**config.mk**
```make
export PLATFORM = sky130hd
export DESIGN_NAME = power_mode_ctrl
export DESIGN_NICKNAME = d
export VERILOG_FILES = /design/src/common/lpm_pkg.sv /design/src/common/reg_access_if.sv /design/src/rtl/axil_reg_port.sv /design/src/rtl/mode_gate_decode.sv /design/src/rtl/power_mode_ctrl.sv
export SDC_FILE = /design/constraint.sdc
export NUM_CORES = 1
export LEC_CHECK = 0
export ABC_CLOCK_PERIOD_IN_PS = 2000
export BUFFER_PORTS_ARGS = -buffer_cell sky130_fd_sc_hd__buf_2
export CAP_MARGIN = 20
export CORE_MARGIN = 3
export CORE_UTILIZATION = 41
export CTS_CLUSTER_DIAMETER = 200
export DETAILED_ROUTE_END_ITERATION = 8
export PLACE_DENSITY = 0.8
export SYNTH_ARGS = -nofsm -noshare
export SYNTH_HDL_FRONTEND = slang
export SYNTH_SLANG_ARGS = --single-unit
export TNS_END_PERCENT = 10
```
**constraint.sdc**
```tcl
create_clock -name clk_sys -period 2 [get_ports clk_sys]
set_clock_uncertainty 0.1 [all_clocks]
set_input_delay 0.4 -clock clk_sys [delete_from_list [all_inputs] [get_ports clk_sys]]
set_output_delay 0.4 -clock clk_sys [all_outputs]
set_load 0.005 [all_outputs]
```
**src/common/lpm_pkg.sv**
```systemverilog
package lpm_pkg;

    // Power mode encodings, in the order software writes them.
    typedef enum logic [2:0] {
        full_run_mode,
        sleep_level_zero,
        sleep_level_one,
        sleep_level_two,
        sleep_level_three,
        sleep_level_four
    } mode_t;

    typedef struct packed {
        logic cpu_en;
        logic aux_clk_en;
        logic sub_main_clk_en;
        logic main_clk_en;
        logic freq_lock_regulation_en;
        logic osc_clk_en;
        logic dc_gen_en;
        logic crystal_en;
    } gate_t;

    localparam mode_t MODE_RESET = full_run_mode;
    localparam mode_t MODE_LAST = sleep_level_four;

    localparam gate_t GATE_RUN = 8'hff;
    localparam gate_t GATE_SLEEP0 = 8'h7f;
    localparam gate_t GATE_SLEEP1 = 8'h77;
    localparam gate_t GATE_SLEEP2 = 8'h43;
    localparam gate_t GATE_SLEEP3 = 8'h41;
    localparam gate_t GATE_SLEEP4 = 8'h00;

    localparam logic [31:0] MODE_CTRL_ADDR = 32'h0000_0000;
    localparam logic [31:0] STATUS_ADDR = 32'h0000_0004;
    localparam logic [31:0] FAULT_ADDR = 32'h0000_0008;

    localparam logic [1:0] RESP_OKAY = 2'h0;
    localparam logic [1:0] RESP_SLVERR = 2'h2;
    localparam logic [1:0] RESP_DECERR = 2'h3;

    localparam int MODE_LSB = 0;
    localparam int MODE_W = 3;
    localparam int ST_SAVED_LSB = 4;
    localparam int ST_DEPTH_LSB = 8;
    localparam int ST_DEPTH_W = 4;
    localparam int ST_GATE_LSB = 16;
    localparam int ST_GATE_W = 8;
    localparam int FAULT_BAD_MODE_BIT = 0;
    localparam int FAULT_OVF_BIT = 1;
    localparam int FAULT_UNF_BIT = 2;
    localparam int NEST_DEPTH_DEF = 4;

endpackage

```
**src/common/reg_access_if.sv**
```systemverilog
`timescale 1ns/100ps
interface reg_access_if;
    logic wr_go;
    logic [31:0] wr_addr;
    logic [31:0] wdata;
    logic [3:0] wstrb;
    logic [1:0] wr_resp;
    logic rd_go;
    logic [31:0] rd_addr;
    logic [31:0] rdata;
    logic [1:0] rd_resp;

    modport port (
        output wr_go, wr_addr, wdata, wstrb, rd_go, rd_addr,
        input wr_resp, rdata, rd_resp
    );
    modport regs (
        input wr_go, wr_addr, wdata, wstrb, rd_go, rd_addr,
        output wr_resp, rdata, rd_resp
    );
endinterface

```
**src/rtl/axil_reg_port.sv**
```systemverilog
`timescale 1ns/100ps
module axil_reg_port (
    input wire logic clk_sys,
    input wire logic reset,
    input wire logic [31:0] awaddr,
    input wire logic awvalid,
    output logic awready,
    input wire logic [31:0] wdata,
    input wire logic [3:0] wstrb,
    input wire logic wvalid,
    output logic wready,
    output logic [1:0] bresp,
    output logic bvalid,
    input wire logic bready,
    input wire logic [31:0] araddr,
    input wire logic arvalid,
    output logic arready,
    output logic [31:0] rdata,
    output logic [1:0] rresp,
    output logic rvalid,
    input wire logic rready,
    reg_access_if.port ra
);
    typedef struct packed {
        logic aw_have;
        logic w_have;
        logic ar_have;
        logic bvalid;
        logic rvalid;
        logic [31:0] wr_addr;
        logic [31:0] wdata;
        logic [3:0] wstrb;
        logic [31:0] rd_addr;
        logic [31:0] rdata;
        logic [1:0] bresp;
        logic [1:0] rresp;
    } port_state_t;

    port_state_t s_r;
    port_state_t s_nxt;

    // Address and data are held until both are present, then applied once.
    always_comb begin
        s_nxt = s_r;
        awready = !s_r.aw_have && !s_r.bvalid;
        wready = !s_r.w_have && !s_r.bvalid;
        arready = !s_r.ar_have && !s_r.rvalid;
        if (awvalid && awready) begin
            s_nxt.aw_have = 1'b1;
            s_nxt.wr_addr = awaddr;
        end
        if (wvalid && wready) begin
            s_nxt.w_have = 1'b1;
            s_nxt.wdata = wdata;
            s_nxt.wstrb = wstrb;
        end
        if (s_r.aw_have && s_r.w_have) begin
            s_nxt.aw_have = 1'b0;
            s_nxt.w_have = 1'b0;
            s_nxt.bvalid = 1'b1;
            s_nxt.bresp = ra.wr_resp;
        end
        if (s_r.bvalid && bready) begin
            s_nxt.bvalid = 1'b0;
        end
        if (arvalid && arready) begin
            s_nxt.ar_have = 1'b1;
            s_nxt.rd_addr = araddr;
        end
        if (s_r.ar_have) begin
            s_nxt.ar_have = 1'b0;
            s_nxt.rvalid = 1'b1;
            s_nxt.rdata = ra.rdata;
            s_nxt.rresp = ra.rd_resp;
        end
        if (s_r.rvalid && rready) begin
            s_nxt.rvalid = 1'b0;
        end
    end

    always_ff @(posedge clk_sys) begin
        if (reset) begin
            s_r <= '0;
        end else begin
            s_r <= s_nxt;
        end
    end

    assign ra.wr_go = s_r.aw_have && s_r.w_have;
    assign ra.wr_addr = s_r.wr_addr;
    assign ra.wdata = s_r.wdata;
    assign ra.wstrb = s_r.wstrb;
    assign ra.rd_go = s_r.ar_have;
    assign ra.rd_addr = s_r.rd_addr;
    assign bvalid = s_r.bvalid;
    assign bresp = s_r.bresp;
    assign rvalid = s_r.rvalid;
    assign rdata = s_r.rdata;
    assign rresp = s_r.rresp;
endmodule // axil_reg_port

```
**src/rtl/mode_gate_decode.sv**
```systemverilog
`timescale 1ns/100ps
module mode_gate_decode (
    input wire logic clk_sys,
    input wire logic reset,
    input wire lpm_pkg::mode_t mode,
    output lpm_pkg::gate_t gate
);
    typedef struct packed {
        lpm_pkg::gate_t gate;
    } dec_state_t;

    dec_state_t s_r;
    dec_state_t s_nxt;

    always_comb begin
        s_nxt = s_r;
        case (mode)
            lpm_pkg::full_run_mode: begin
                s_nxt.gate = lpm_pkg::GATE_RUN;
            end
            lpm_pkg::sleep_level_zero: begin
                s_nxt.gate = lpm_pkg::GATE_SLEEP0;
            end
            lpm_pkg::sleep_level_one: begin
                s_nxt.gate = lpm_pkg::GATE_SLEEP1;
            end
            lpm_pkg::sleep_level_two: begin
                s_nxt.gate = lpm_pkg::GATE_SLEEP2;
            end
            lpm_pkg::sleep_level_three: begin
                s_nxt.gate = lpm_pkg::GATE_SLEEP3;
            end
            lpm_pkg::sleep_level_four: begin
                s_nxt.gate = lpm_pkg::GATE_SLEEP4;
            end
            default: s_nxt.gate = lpm_pkg::GATE_RUN;
        endcase
    end

    always_ff @(posedge clk_sys) begin
        if (reset) begin
            s_r.gate <= lpm_pkg::GATE_RUN;
        end else begin
            s_r <= s_nxt;
        end
    end

    assign gate = s_r.gate;

    ////////////////////////////////////////////////////////////////////////
    property p_run_all_on;
        @(posedge clk_sys) disable iff (reset)
        mode == lpm_pkg::full_run_mode |=> &gate;
    endproperty
    a_run_all_on: assert property (p_run_all_on)
        else $error("Full run mode left a clock gated.");

    property p_sleep0;
        @(posedge clk_sys) disable iff (reset)
        mode == lpm_pkg::sleep_level_zero |=> !gate.cpu_en &&
            gate.aux_clk_en && gate.sub_main_clk_en &&
            gate.main_clk_en && gate.freq_lock_regulation_en;
    endproperty
    a_sleep0: assert property (p_sleep0)
        else $error("Sleep level zero gating is wrong.");

    property p_sleep1;
        @(posedge clk_sys) disable iff (reset)
        mode == lpm_pkg::sleep_level_one |=> !gate.cpu_en &&
            gate.aux_clk_en && gate.sub_main_clk_en &&
            gate.main_clk_en && !gate.freq_lock_regulation_en;
    endproperty
    a_sleep1: assert property (p_sleep1)
        else $error("Sleep level one gating is wrong.");

    property p_sleep2;
        @(posedge clk_sys) disable iff (reset)
        mode == lpm_pkg::sleep_level_two |=> !gate.cpu_en &&
            !gate.main_clk_en && !gate.freq_lock_regulation_en &&
            !gate.osc_clk_en && gate.dc_gen_en && gate.aux_clk_en;
    endproperty
    a_sleep2: assert property (p_sleep2)
        else $error("Sleep level two gating is wrong.");

    property p_sleep3;
        @(posedge clk_sys) disable iff (reset)
        mode == lpm_pkg::sleep_level_three |=> !gate.cpu_en &&
            !gate.main_clk_en && !gate.osc_clk_en && !gate.dc_gen_en &&
            gate.aux_clk_en && !gate.sub_main_clk_en;
    endproperty
    a_sleep3: assert property (p_sleep3)
        else $error("Sleep level three gating is wrong.");

    property p_sleep4;
        @(posedge clk_sys) disable iff (reset)
        mode == lpm_pkg::sleep_level_four |=> !(|gate);
    endproperty
    a_sleep4: assert property (p_sleep4)
        else $error("Sleep level four left something running.");
endmodule // mode_gate_decode

```
**src/rtl/power_mode_ctrl.sv**
```systemverilog
// Overview of operation
// - Software picks full run mode or one of five sleep levels.
// - An interrupt wakes any sleep level and its return re-enters it, unless the entry met a full stack or a return in the same cycle.
// - Full run mode runs every clock with the processor enabled.
// - Sleep level zero halts only the processor, all else keeps running.
// - Sleep level one is level zero with the frequency lock stopped.
// - Sleep level two stops main, sub-main, lock and oscillator; dc and aux stay.
// - Sleep level three also stops the dc generator; only aux and the crystal run.
// - Sleep level four stops everything, the crystal and aux included.
//
// Register access over AXI4-Lite and the register offsets were decided locally.
`timescale 1ns/100ps
module power_mode_ctrl #(
    parameter int NEST_DEPTH = lpm_pkg::NEST_DEPTH_DEF
) (
    input wire logic clk_sys,
    input wire logic reset,
    input wire logic [31:0] awaddr,
    input wire logic awvalid,
    output logic awready,
    input wire logic [31:0] wdata,
    input wire logic [3:0] wstrb,
    input wire logic wvalid,
    output logic wready,
    output logic [1:0] bresp,
    output logic bvalid,
    input wire logic bready,
    input wire logic [31:0] araddr,
    input wire logic arvalid,
    output logic arready,
    output logic [31:0] rdata,
    output logic [1:0] rresp,
    output logic rvalid,
    input wire logic rready,
    input wire logic int_entry,
    input wire logic int_return,
    output logic cpu_en,
    output logic aux_clk_en,
    output logic sub_main_clk_en,
    output logic main_clk_en,
    output logic freq_lock_regulation_en,
    output logic osc_clk_en,
    output logic dc_gen_en,
    output logic crystal_en
);
    localparam int DEPTH_W = $clog2(NEST_DEPTH + 1);
    localparam logic [DEPTH_W-1:0] DEPTH_MAX = DEPTH_W'(NEST_DEPTH);
    localparam logic [DEPTH_W-1:0] DEPTH_ONE = DEPTH_W'(1);

    typedef struct packed {
        lpm_pkg::mode_t mode;
        lpm_pkg::mode_t [NEST_DEPTH-1:0] stack;
        logic [DEPTH_W-1:0] depth;
        logic bad_mode;
        logic ovf;
        logic unf;
    } ctrl_state_t;

    ctrl_state_t s_r;
    ctrl_state_t s_nxt;
    lpm_pkg::gate_t gate;
    lpm_pkg::mode_t saved_level;
    logic [lpm_pkg::MODE_W-1:0] wr_mode;

    reg_access_if ra ();

    axil_reg_port u_port (
        .clk_sys(clk_sys),
        .reset(reset),
        .awaddr(awaddr),
        .awvalid(awvalid),
        .awready(awready),
        .wdata(wdata),
        .wstrb(wstrb),
        .wvalid(wvalid),
        .wready(wready),
        .bresp(bresp),
        .bvalid(bvalid),
        .bready(bready),
        .araddr(araddr),
        .arvalid(arvalid),
        .arready(arready),
        .rdata(rdata),
        .rresp(rresp),
        .rvalid(rvalid),
        .rready(rready),
        .ra(ra)
    );

    mode_gate_decode u_decode (
        .clk_sys(clk_sys),
        .reset(reset),
        .mode(s_r.mode),
        .gate(gate)
    );

    assign wr_mode = ra.wdata[lpm_pkg::MODE_LSB +: lpm_pkg::MODE_W];
    assign saved_level = (s_r.depth == '0) ? lpm_pkg::full_run_mode :
        s_r.stack[s_r.depth - DEPTH_ONE];

    ////////////////////////////////////////////////////////////////////////
    // Software writes come first so that interrupt events override them.
    always_comb begin
        s_nxt = s_r;
        ra.wr_resp = lpm_pkg::RESP_OKAY;
        if (ra.wr_go) begin
            case (ra.wr_addr)
                lpm_pkg::MODE_CTRL_ADDR: begin
                    if (ra.wstrb[0]) begin
                        if (wr_mode <= lpm_pkg::MODE_LAST) begin
                            s_nxt.mode = lpm_pkg::mode_t'(wr_mode);
                        end else begin
                            s_nxt.bad_mode = 1'b1;
                            ra.wr_resp = lpm_pkg::RESP_SLVERR;
                        end
                    end
                end
                lpm_pkg::STATUS_ADDR: begin
                    s_nxt.mode = s_r.mode;
                end
                lpm_pkg::FAULT_ADDR: begin
                    if (ra.wstrb[0]) begin
                        s_nxt.bad_mode = s_r.bad_mode &
                            !ra.wdata[lpm_pkg::FAULT_BAD_MODE_BIT];
                        s_nxt.ovf = s_r.ovf &
                            !ra.wdata[lpm_pkg::FAULT_OVF_BIT];
                        s_nxt.unf = s_r.unf &
                            !ra.wdata[lpm_pkg::FAULT_UNF_BIT];
                    end
                end
                default: ra.wr_resp = lpm_pkg::RESP_DECERR;
            endcase
        end
        // A simultaneous entry and return forces full run and leaves stack and depth unchanged.
        if (int_entry && int_return) begin
            s_nxt.mode = lpm_pkg::full_run_mode;
        end else if (int_entry) begin
            if (s_r.depth < DEPTH_MAX) begin
                s_nxt.stack[s_r.depth] = s_r.mode;
                s_nxt.depth = s_r.depth + DEPTH_ONE;
            end else begin
                s_nxt.ovf = 1'b1;
            end
            s_nxt.mode = lpm_pkg::full_run_mode;
        end else if (int_return) begin
            if (s_r.depth != '0) begin
                s_nxt.mode = saved_level;
                s_nxt.depth = s_r.depth - DEPTH_ONE;
            end else begin
                s_nxt.unf = 1'b1;
            end
        end
    end

    always_comb begin
        ra.rdata = '0;
        ra.rd_resp = lpm_pkg::RESP_OKAY;
        case (ra.rd_addr)
            lpm_pkg::MODE_CTRL_ADDR: begin
                ra.rdata[lpm_pkg::MODE_LSB +: lpm_pkg::MODE_W] = s_r.mode;
            end
            lpm_pkg::STATUS_ADDR: begin
                ra.rdata[lpm_pkg::MODE_LSB +: lpm_pkg::MODE_W] = s_r.mode;
                ra.rdata[lpm_pkg::ST_SAVED_LSB +: lpm_pkg::MODE_W] =
                    saved_level;
                ra.rdata[lpm_pkg::ST_DEPTH_LSB +: lpm_pkg::ST_DEPTH_W] =
                    lpm_pkg::ST_DEPTH_W'(s_r.depth);
                ra.rdata[lpm_pkg::ST_GATE_LSB +: lpm_pkg::ST_GATE_W] = gate;
            end
            lpm_pkg::FAULT_ADDR: begin
                ra.rdata[lpm_pkg::FAULT_BAD_MODE_BIT] = s_r.bad_mode;
                ra.rdata[lpm_pkg::FAULT_OVF_BIT] = s_r.ovf;
                ra.rdata[lpm_pkg::FAULT_UNF_BIT] = s_r.unf;
            end
            default: ra.rd_resp = lpm_pkg::RESP_DECERR;
        endcase
    end

    always_ff @(posedge clk_sys) begin
        if (reset) begin
            s_r <= '0;
            s_r.mode <= lpm_pkg::MODE_RESET;
        end else begin
            s_r <= s_nxt;
        end
    end

    assign cpu_en = gate.cpu_en;
    assign aux_clk_en = gate.aux_clk_en;
    assign sub_main_clk_en = gate.sub_main_clk_en;
    assign main_clk_en = gate.main_clk_en;
    assign freq_lock_regulation_en = gate.freq_lock_regulation_en;
    assign osc_clk_en = gate.osc_clk_en;
    assign dc_gen_en = gate.dc_gen_en;
    assign crystal_en = gate.crystal_en;

    ////////////////////////////////////////////////////////////////////////
    property p_mode_range;
        @(posedge clk_sys) disable iff (reset)
        s_r.mode <= lpm_pkg::MODE_LAST;
    endproperty
    a_mode_range: assert property (p_mode_range)
        else $error("Mode field holds an illegal level.");

    property p_sw_write;
        @(posedge clk_sys) disable iff (reset)
        ra.wr_go && ra.wr_addr == lpm_pkg::MODE_CTRL_ADDR && ra.wstrb[0] &&
            wr_mode <= lpm_pkg::MODE_LAST && !int_entry && !int_return
        |=> s_r.mode == $past(wr_mode) ##1
            cpu_en == ($past(s_r.mode) == lpm_pkg::full_run_mode);
    endproperty
    a_sw_write: assert property (p_sw_write)
        else $error("Mode write did not take effect.");

    property p_entry_clears;
        @(posedge clk_sys) disable iff (reset)
        int_entry |=> s_r.mode == lpm_pkg::full_run_mode ##1 cpu_en;
    endproperty
    a_entry_clears: assert property (p_entry_clears)
        else $error("Interrupt entry did not restore full run.");

    property p_entry_saves;
        @(posedge clk_sys) disable iff (reset)
        int_entry && !int_return && s_r.depth < DEPTH_MAX |=>
            saved_level == $past(s_r.mode) &&
            s_r.depth == $past(s_r.depth) + DEPTH_ONE;
    endproperty
    a_entry_saves: assert property (p_entry_saves)
        else $error("Interrupt entry did not save the level.");

    property p_return_restores;
        @(posedge clk_sys) disable iff (reset)
        int_return && !int_entry && s_r.depth != '0 |=>
            s_r.mode == $past(saved_level);
    endproperty
    a_return_restores: assert property (p_return_restores)
        else $error("Interrupt return did not restore the level.");

    property p_wake_roundtrip;
        @(posedge clk_sys) disable iff (reset)
        (int_entry && !int_return && s_r.depth < DEPTH_MAX) ##1
            (int_return && !int_entry) |=> s_r.mode == $past(s_r.mode, 2);
    endproperty
    a_wake_roundtrip: assert property (p_wake_roundtrip)
        else $error("Sleep level lost across an interrupt.");

    c_wake_from_deep: cover property (@(posedge clk_sys) disable iff (reset)
        s_r.mode == lpm_pkg::sleep_level_four && int_entry);
    c_restore: cover property (@(posedge clk_sys) disable iff (reset)
        int_return && s_r.depth != '0 &&
        saved_level == lpm_pkg::sleep_level_three);
    c_nested: cover property (@(posedge clk_sys) disable iff (reset)
        int_entry && s_r.depth == DEPTH_ONE);
endmodule // power_mode_ctrl

```
; ---- After elaboration in Yosys (flattened, before gate mapping)
; Cells that the tools add are included.
[word_totals]
ff_bits = 124
[classes]
n_addsub = 2
magnitude_cmp = 5
n_eq_ne = 13
n_mux = 38
bitwise_logic = 4
n_reduce_logical = 37
[ops]
columns = op, count
row1 = $eq A32 B3 Y1 const B, 2
row2 = $eq A32 B4 Y1 const B, 2
row3 = $logic_not A32 Y1, 2
row4 = $mux W3, 16
row5 = $pmux W8 S5, 1
row6 = $bwmux W12, 1
row7 = $mux W2, 6
row8 = $reduce_or A2 Y1, 6
row9 = $logic_and A1 B1 Y1, 11
row10 = $lt A3 B3 Y1 const B, 3
row11 = $logic_not A1 Y1, 8
row12 = $mux W1, 8
row13 = $mux W8, 1
row14 = $bmux W3 S2, 1
row15 = $demux W3 S2, 1
row16 = $eq A3 B2 Y1 const B, 2
row17 = $eq A3 B3 Y1 const B, 2
row18 = $ne A2 B1 Y1 const B, 3
row19 = $pmux W3 S2, 1
row20 = $reduce_bool A2 Y1, 3
row21 = $reduce_or A3 Y1, 2
row22 = $reduce_and A5 Y1, 1
row23 = $pmux W2 S2, 1
row24 = $reduce_and A4 Y1, 1
row25 = other kinds (12), 14

; ---- Longest topological paths before layout
[depth]
ltp_word = 9
depth_mapped = 7
ltp_nobuf = 6

; ---- Modules after synthesis
; From an unflattened synthesis, not the netlist that was laid out.
[hier_totals]
cells_unflattened = 918
area_unflattened_um2 = 8811.0
[modules_own_cells]
columns = mod, n_inst, cells_per_inst, area_per_inst_um2, seq_area_each_um2
row1 = axil_reg_port, 1, 712, 7080.5, 2822.7
row2 = power_mode_ctrl, 1, 189, 1550.2, 420.4
row3 = mode_gate_decode, 1, 17, 180.2, 100.1

; ---- Least setup slack after synthesis
; No wires, ideal clock.
[synth_path]
path_type = register to register
from = register s_r[3] in the netlist's numbering
to = register u_port.s_r, in the netlist u_port.rdata[4]
setup_time_ps = 70
t_arrival_ps = 1755
required_time_ps = 1830
path_slack_ps = 74
stages_incl_launch_ff = 8
n_path_buf = 1
path_cell_list = dfxtp_1 buf_2 inv_1 ha_1 mux4_2 nand2_1 or4_1 a21oi_1
[synth_via]
elab_chain_cells = 5
word_cells_on_any_way = 6
[synth_rtl]
columns = element, line_no
row1 = "start, declared", power_mode_ctrl.sv:59  ; ctrl_state_t s_r;
row2 = "start signal, assigned", power_mode_ctrl.sv:184  ; s_r <= s_nxt;
row3 = $sub A3 B1 Y3, power_mode_ctrl.sv:99  ; s_r.stack[s_r.depth - DEPTH_ONE];
row4 = $bmux W3 S2, power_mode_ctrl.sv:99
row5 = $mux W3 (implied by the code), power_mode_ctrl.sv:99
row6 = $mux W3 (*), power_mode_ctrl.sv:98  ; assign saved_level = (s_r.depth == '0) ? lpm_pkg::full_run_mode :
row7 = $mux W3 (*), power_mode_ctrl.sv:158  ; case (ra.rd_addr)
row8 = "end signal, assigned", axil_reg_port.sv:85  ; s_r <= s_nxt;
row9 = "end, declared", axil_reg_port.sv:39  ; port_state_t s_r;
; Every way passes the cells marked *; elsewhere a longest branch is shown, timed or not. The select of a mux whose other input is x is not followed.
; A chain may end at the register's enable or synchronous reset.

; ---- Final worst setup path
[layout_path]
from = register s_r[4] in the netlist's numbering
to = register u_port.s_r, in the netlist u_port.rdata[5]
; Same word-level chain as after synthesis.

==> summary.md <==
| Metric | Value |
|---|---|
| Crit Path Max Fanout | `6` |
| Final core utilization | `52.3%` |
| GRT Util Overall | `between 15 and 20%` |
| Synth-to-layout area growth | `23.3%` |
| Power density cells | `1040 nW/um^2` |
| Clk_lat worst skew | `0.40 ns` |
| Worst Hold Path Cells | `2` |
| Final net count | `829` |
| Final slew viol count | `0` |
| Synthesized flop and latch total | `116` |
| Initial Util | `42.4%` |
| Fillers | `1167` |
| Fin crit period | `1.90 ns` |
| Commonest non-fill, non-tap cell in the layout | `nand2_1` |
| Initial drt markers | `between 200 and 300` |
| Routed len/inst | `12.9 microns` |
| Crit path kind | `reg2reg` |
| Yosys warns | `0` |
| Antenna Nets Post-Route | `0` |
| Fin crit share | `95.0%` |
| End of the worst register-to-register path | `u_port.rdata[5]` |
| Peak supply drop | `0.000611 V` |
| Largest net degree at the start of global routing | `55` |
| Dpl hpwl | `roughly 8000 microns` |
| Core area | `roughly 12000 sq um` |
| Clk buf depth | `2` |
| R2r setup slk | `0.1 ns` |
| Placement-stage cell area | `5660 sq um` |
| Placement Rows | `40` |
| Die ar. | `13900 sq um` |
| Die width | `118 microns` |
| Hold Startpoint | `rready` |
| Max-Cap Viols | `0` |
| Synthesized area | `5130 sq um` |
| Min-delay worst type | `in2reg` |
| CP required | `2.23 ns` |
| I/O Buffers | `110` |
| GR Util met2 | `26.9%` |
| Met1 usage | `21.3%` |
| GPL Wtd Cong | `0.867` |
| Post-route cell area | `6330 sq um` |
| Sequential fraction of the synthesis area | `45.2%` |
| Setup crit start kind | `register` |
| Antenna cells | `0` |
| Status | `completed` |
| CTS Buf Count | `17` |
| Vias in the first global route | `4211` |
| Vias per cell | `4.97` |
| Overflow after GRT | `0` |
| Layout cells sized above 1 | `around a quarter` |
| Post-CTS Hold Buffers | `0` |
| Reg2reg start | `s_r[4]` |
| DRT Pass-1 Iters | `4` |
| Worst EP arrival | `between 2 and 2.5 ns` |
| Total Negative Setup Slacks | `0 ns` |
| Gate Count Post-Synth | `628` |
| Unrepaired setup endpoints after global routing | `yes` |
| Via count | `4430` |
| CTS tree | `yes` |
| Antenna violations before repair | `0` |
| Syn avg cell area | `8.18 sq um` |
| H-tree depth | `4` |
| Netlist cell types | `48` |
| Max Clock Freq | `0.526 GHz` |
| Crit. End Element | `register` |
| WHS Endpoint | `u_port.rvalid` |
| Most frequent cells in the layout | `nand2_1, dfxtp_1, buf_2, a21oi_1, nor2_1` |
| Synth async-reset ratio | `0%` |
| Setup Viol. Count Final | `0` |
| Pleak | `2.63 nW` |
| Root buffer cell | `clkbuf_16` |
| Clock-pin slew on the worst setup and hold paths | `~0.050 ns` |
| EDFF count, synth | `0` |
| Io pins | `158` |
| Post-route DRC | `0` |
| Die Ht | `~120 microns` |
| Prevailing post-synth register cell | `dfxtp_1` |
| WL final | `roughly 12000 microns` |
| Reg2Reg Depth | `6` |
| First-pass GRT wire length | `19500 microns` |
| Final hold vios | `0` |
| CTS sink cnt | `~120` |
| GRT busiest layer | `met2` |
| Total power | `6.60 mW` |
| M3 GR Usage | `4.71%` |
## per-layer routing
metal | routed length [microns] | part of all wire (%)
met1 | 5320 | 46
met2 | 5360 | 46
met3 | 674 | 5.8
met4 | 191 | 1.7
met5 | 0 | 0
## state kept, by name, summed over array words and instances (netlist names)
signal / count
u_decode.gate: 5
u_port.bvalid: 1
u_port.rdata: 14
u_port.ra.rd_addr: 32
u_port.ra.wr_addr: 32
s_r: 21
u_port.rresp: 1
u_port.ra.wstrb: 1
u_port.ra.wdata: 3
u_port.ra.rd_go: 1
u_port.bresp: 2
u_port.rvalid: 1
u_port.s_r: 2
## timing repair
action | CTS | global route
buffers inserted | 0 | 1
endpoints found under the setup margin | 0 | 12
hold endpoints to repair | 0 | 0
gates resized for setup | 0 | 7
## synthesized netlist by cell type, types with 3 or more instances
cell        n  area, sq um
nand2_1   150          563
dfxtp_1   116         2320
a21oi_1    87          435
buf_4      39          293
clkbuf_1   36          135
nor2_1     25         93.8
nor4_1     22          138
nand3_1    15         75.1
inv_1      14         52.6
nor2b_1    13         81.3
nand2b_1    9         56.3
ha_1        8          100
mux2i_1     8         80.1
o21a_1      8         60.1
nand4_1     7         43.8
a211oi_1    5         37.5
nor3_1      5         25.0
o41ai_1     5         43.8
and2_1      4         25.0
or3_1       4         25.0
or4_1       4         30.0
mux4_2      3         67.6
nand3b_1    3         22.5
nor4_4      3         63.8
o21ai_0     3         15.0
o31ai_1     3         22.5
## critical path: stages, from the launching register on
cell	delay, ns
dfxtp_1	0.39
inv_1	0.08
ha_2	0.40
mux4_2	0.24
nand2_1	0.06
or4_1	0.42
a21oi_1	0.15
## logic make-up after synthesis
| group | count (synthesis) | synth area share (%) |
|---|---|---|
| flip-flops | 116 | 45.2 |
| AND/OR/NAND/NOR | 277 | 26.5 |
| adder cells (fa/ha/maj) | 8 | 1.95 |
| XOR/XNOR | 2 | 0.341 |
| other | 1 | 0.0730 |
| multiplexers | 11 | 2.88 |
| buffers and inverters | 93 | 9.70 |
| AO/OA/AOI/OAI | 120 | 13.4 |
## where the power goes
group | switching [mW] | internal, mW | total [mW] | leakage, nW
Combinational | 0.510 | 0.373 | 0.882 | 1.38
Clock | 1.00 | 2.17 | 3.17 | 0.306
Sequential | 0.104 | 2.45 | 2.55 | 0.947
## cell type report
cell class              instances  area [sq um]  share of cell area [%]
clock inverters                 9           151                    2.39
well taps                     168           210                    3.32
repair buffers                130           719                    11.4
multi-input cells             433          2400                    37.9
clock buffers                  22           474                    7.49
inverters                      14          52.6                   0.830
flip-flops and latches        116          2320                    36.7
## through the flow
step	hold WS [ns]	setup WS, ns	cells
floorplan	0.333	0.0742	642
global placement	0.339	0.122	860
detailed placement	0.347	0.105	860
CTS	0.0695	0.0466	891
global route	0.0630	-0.0400	892
finish	0.0888	0.0998	892
## worst max-delay path by stage
stage | startpoint | depth (start not counted) | slack [ns] | endpoint
after floorplan | s_r[3] | 7 | 0.07 | u_port.rdata[4]
after global placement | u_port.ra.rd_addr[30] | 5 | 0.12 | u_port.rdata[5]
after detailed placement | s_r[4] | 6 | 0.10 | u_port.rdata[5]
after CTS | u_port.ra.wr_addr[4] | 4 | 0.05 | s_r[18]
after global routing | u_port.ra.rd_addr[18] | 4 | -0.04 | u_port.rdata[5]
final | s_r[4] | 6 | 0.1 | u_port.rdata[5]
No activity file was read; power rests on OpenSTA's default activity.
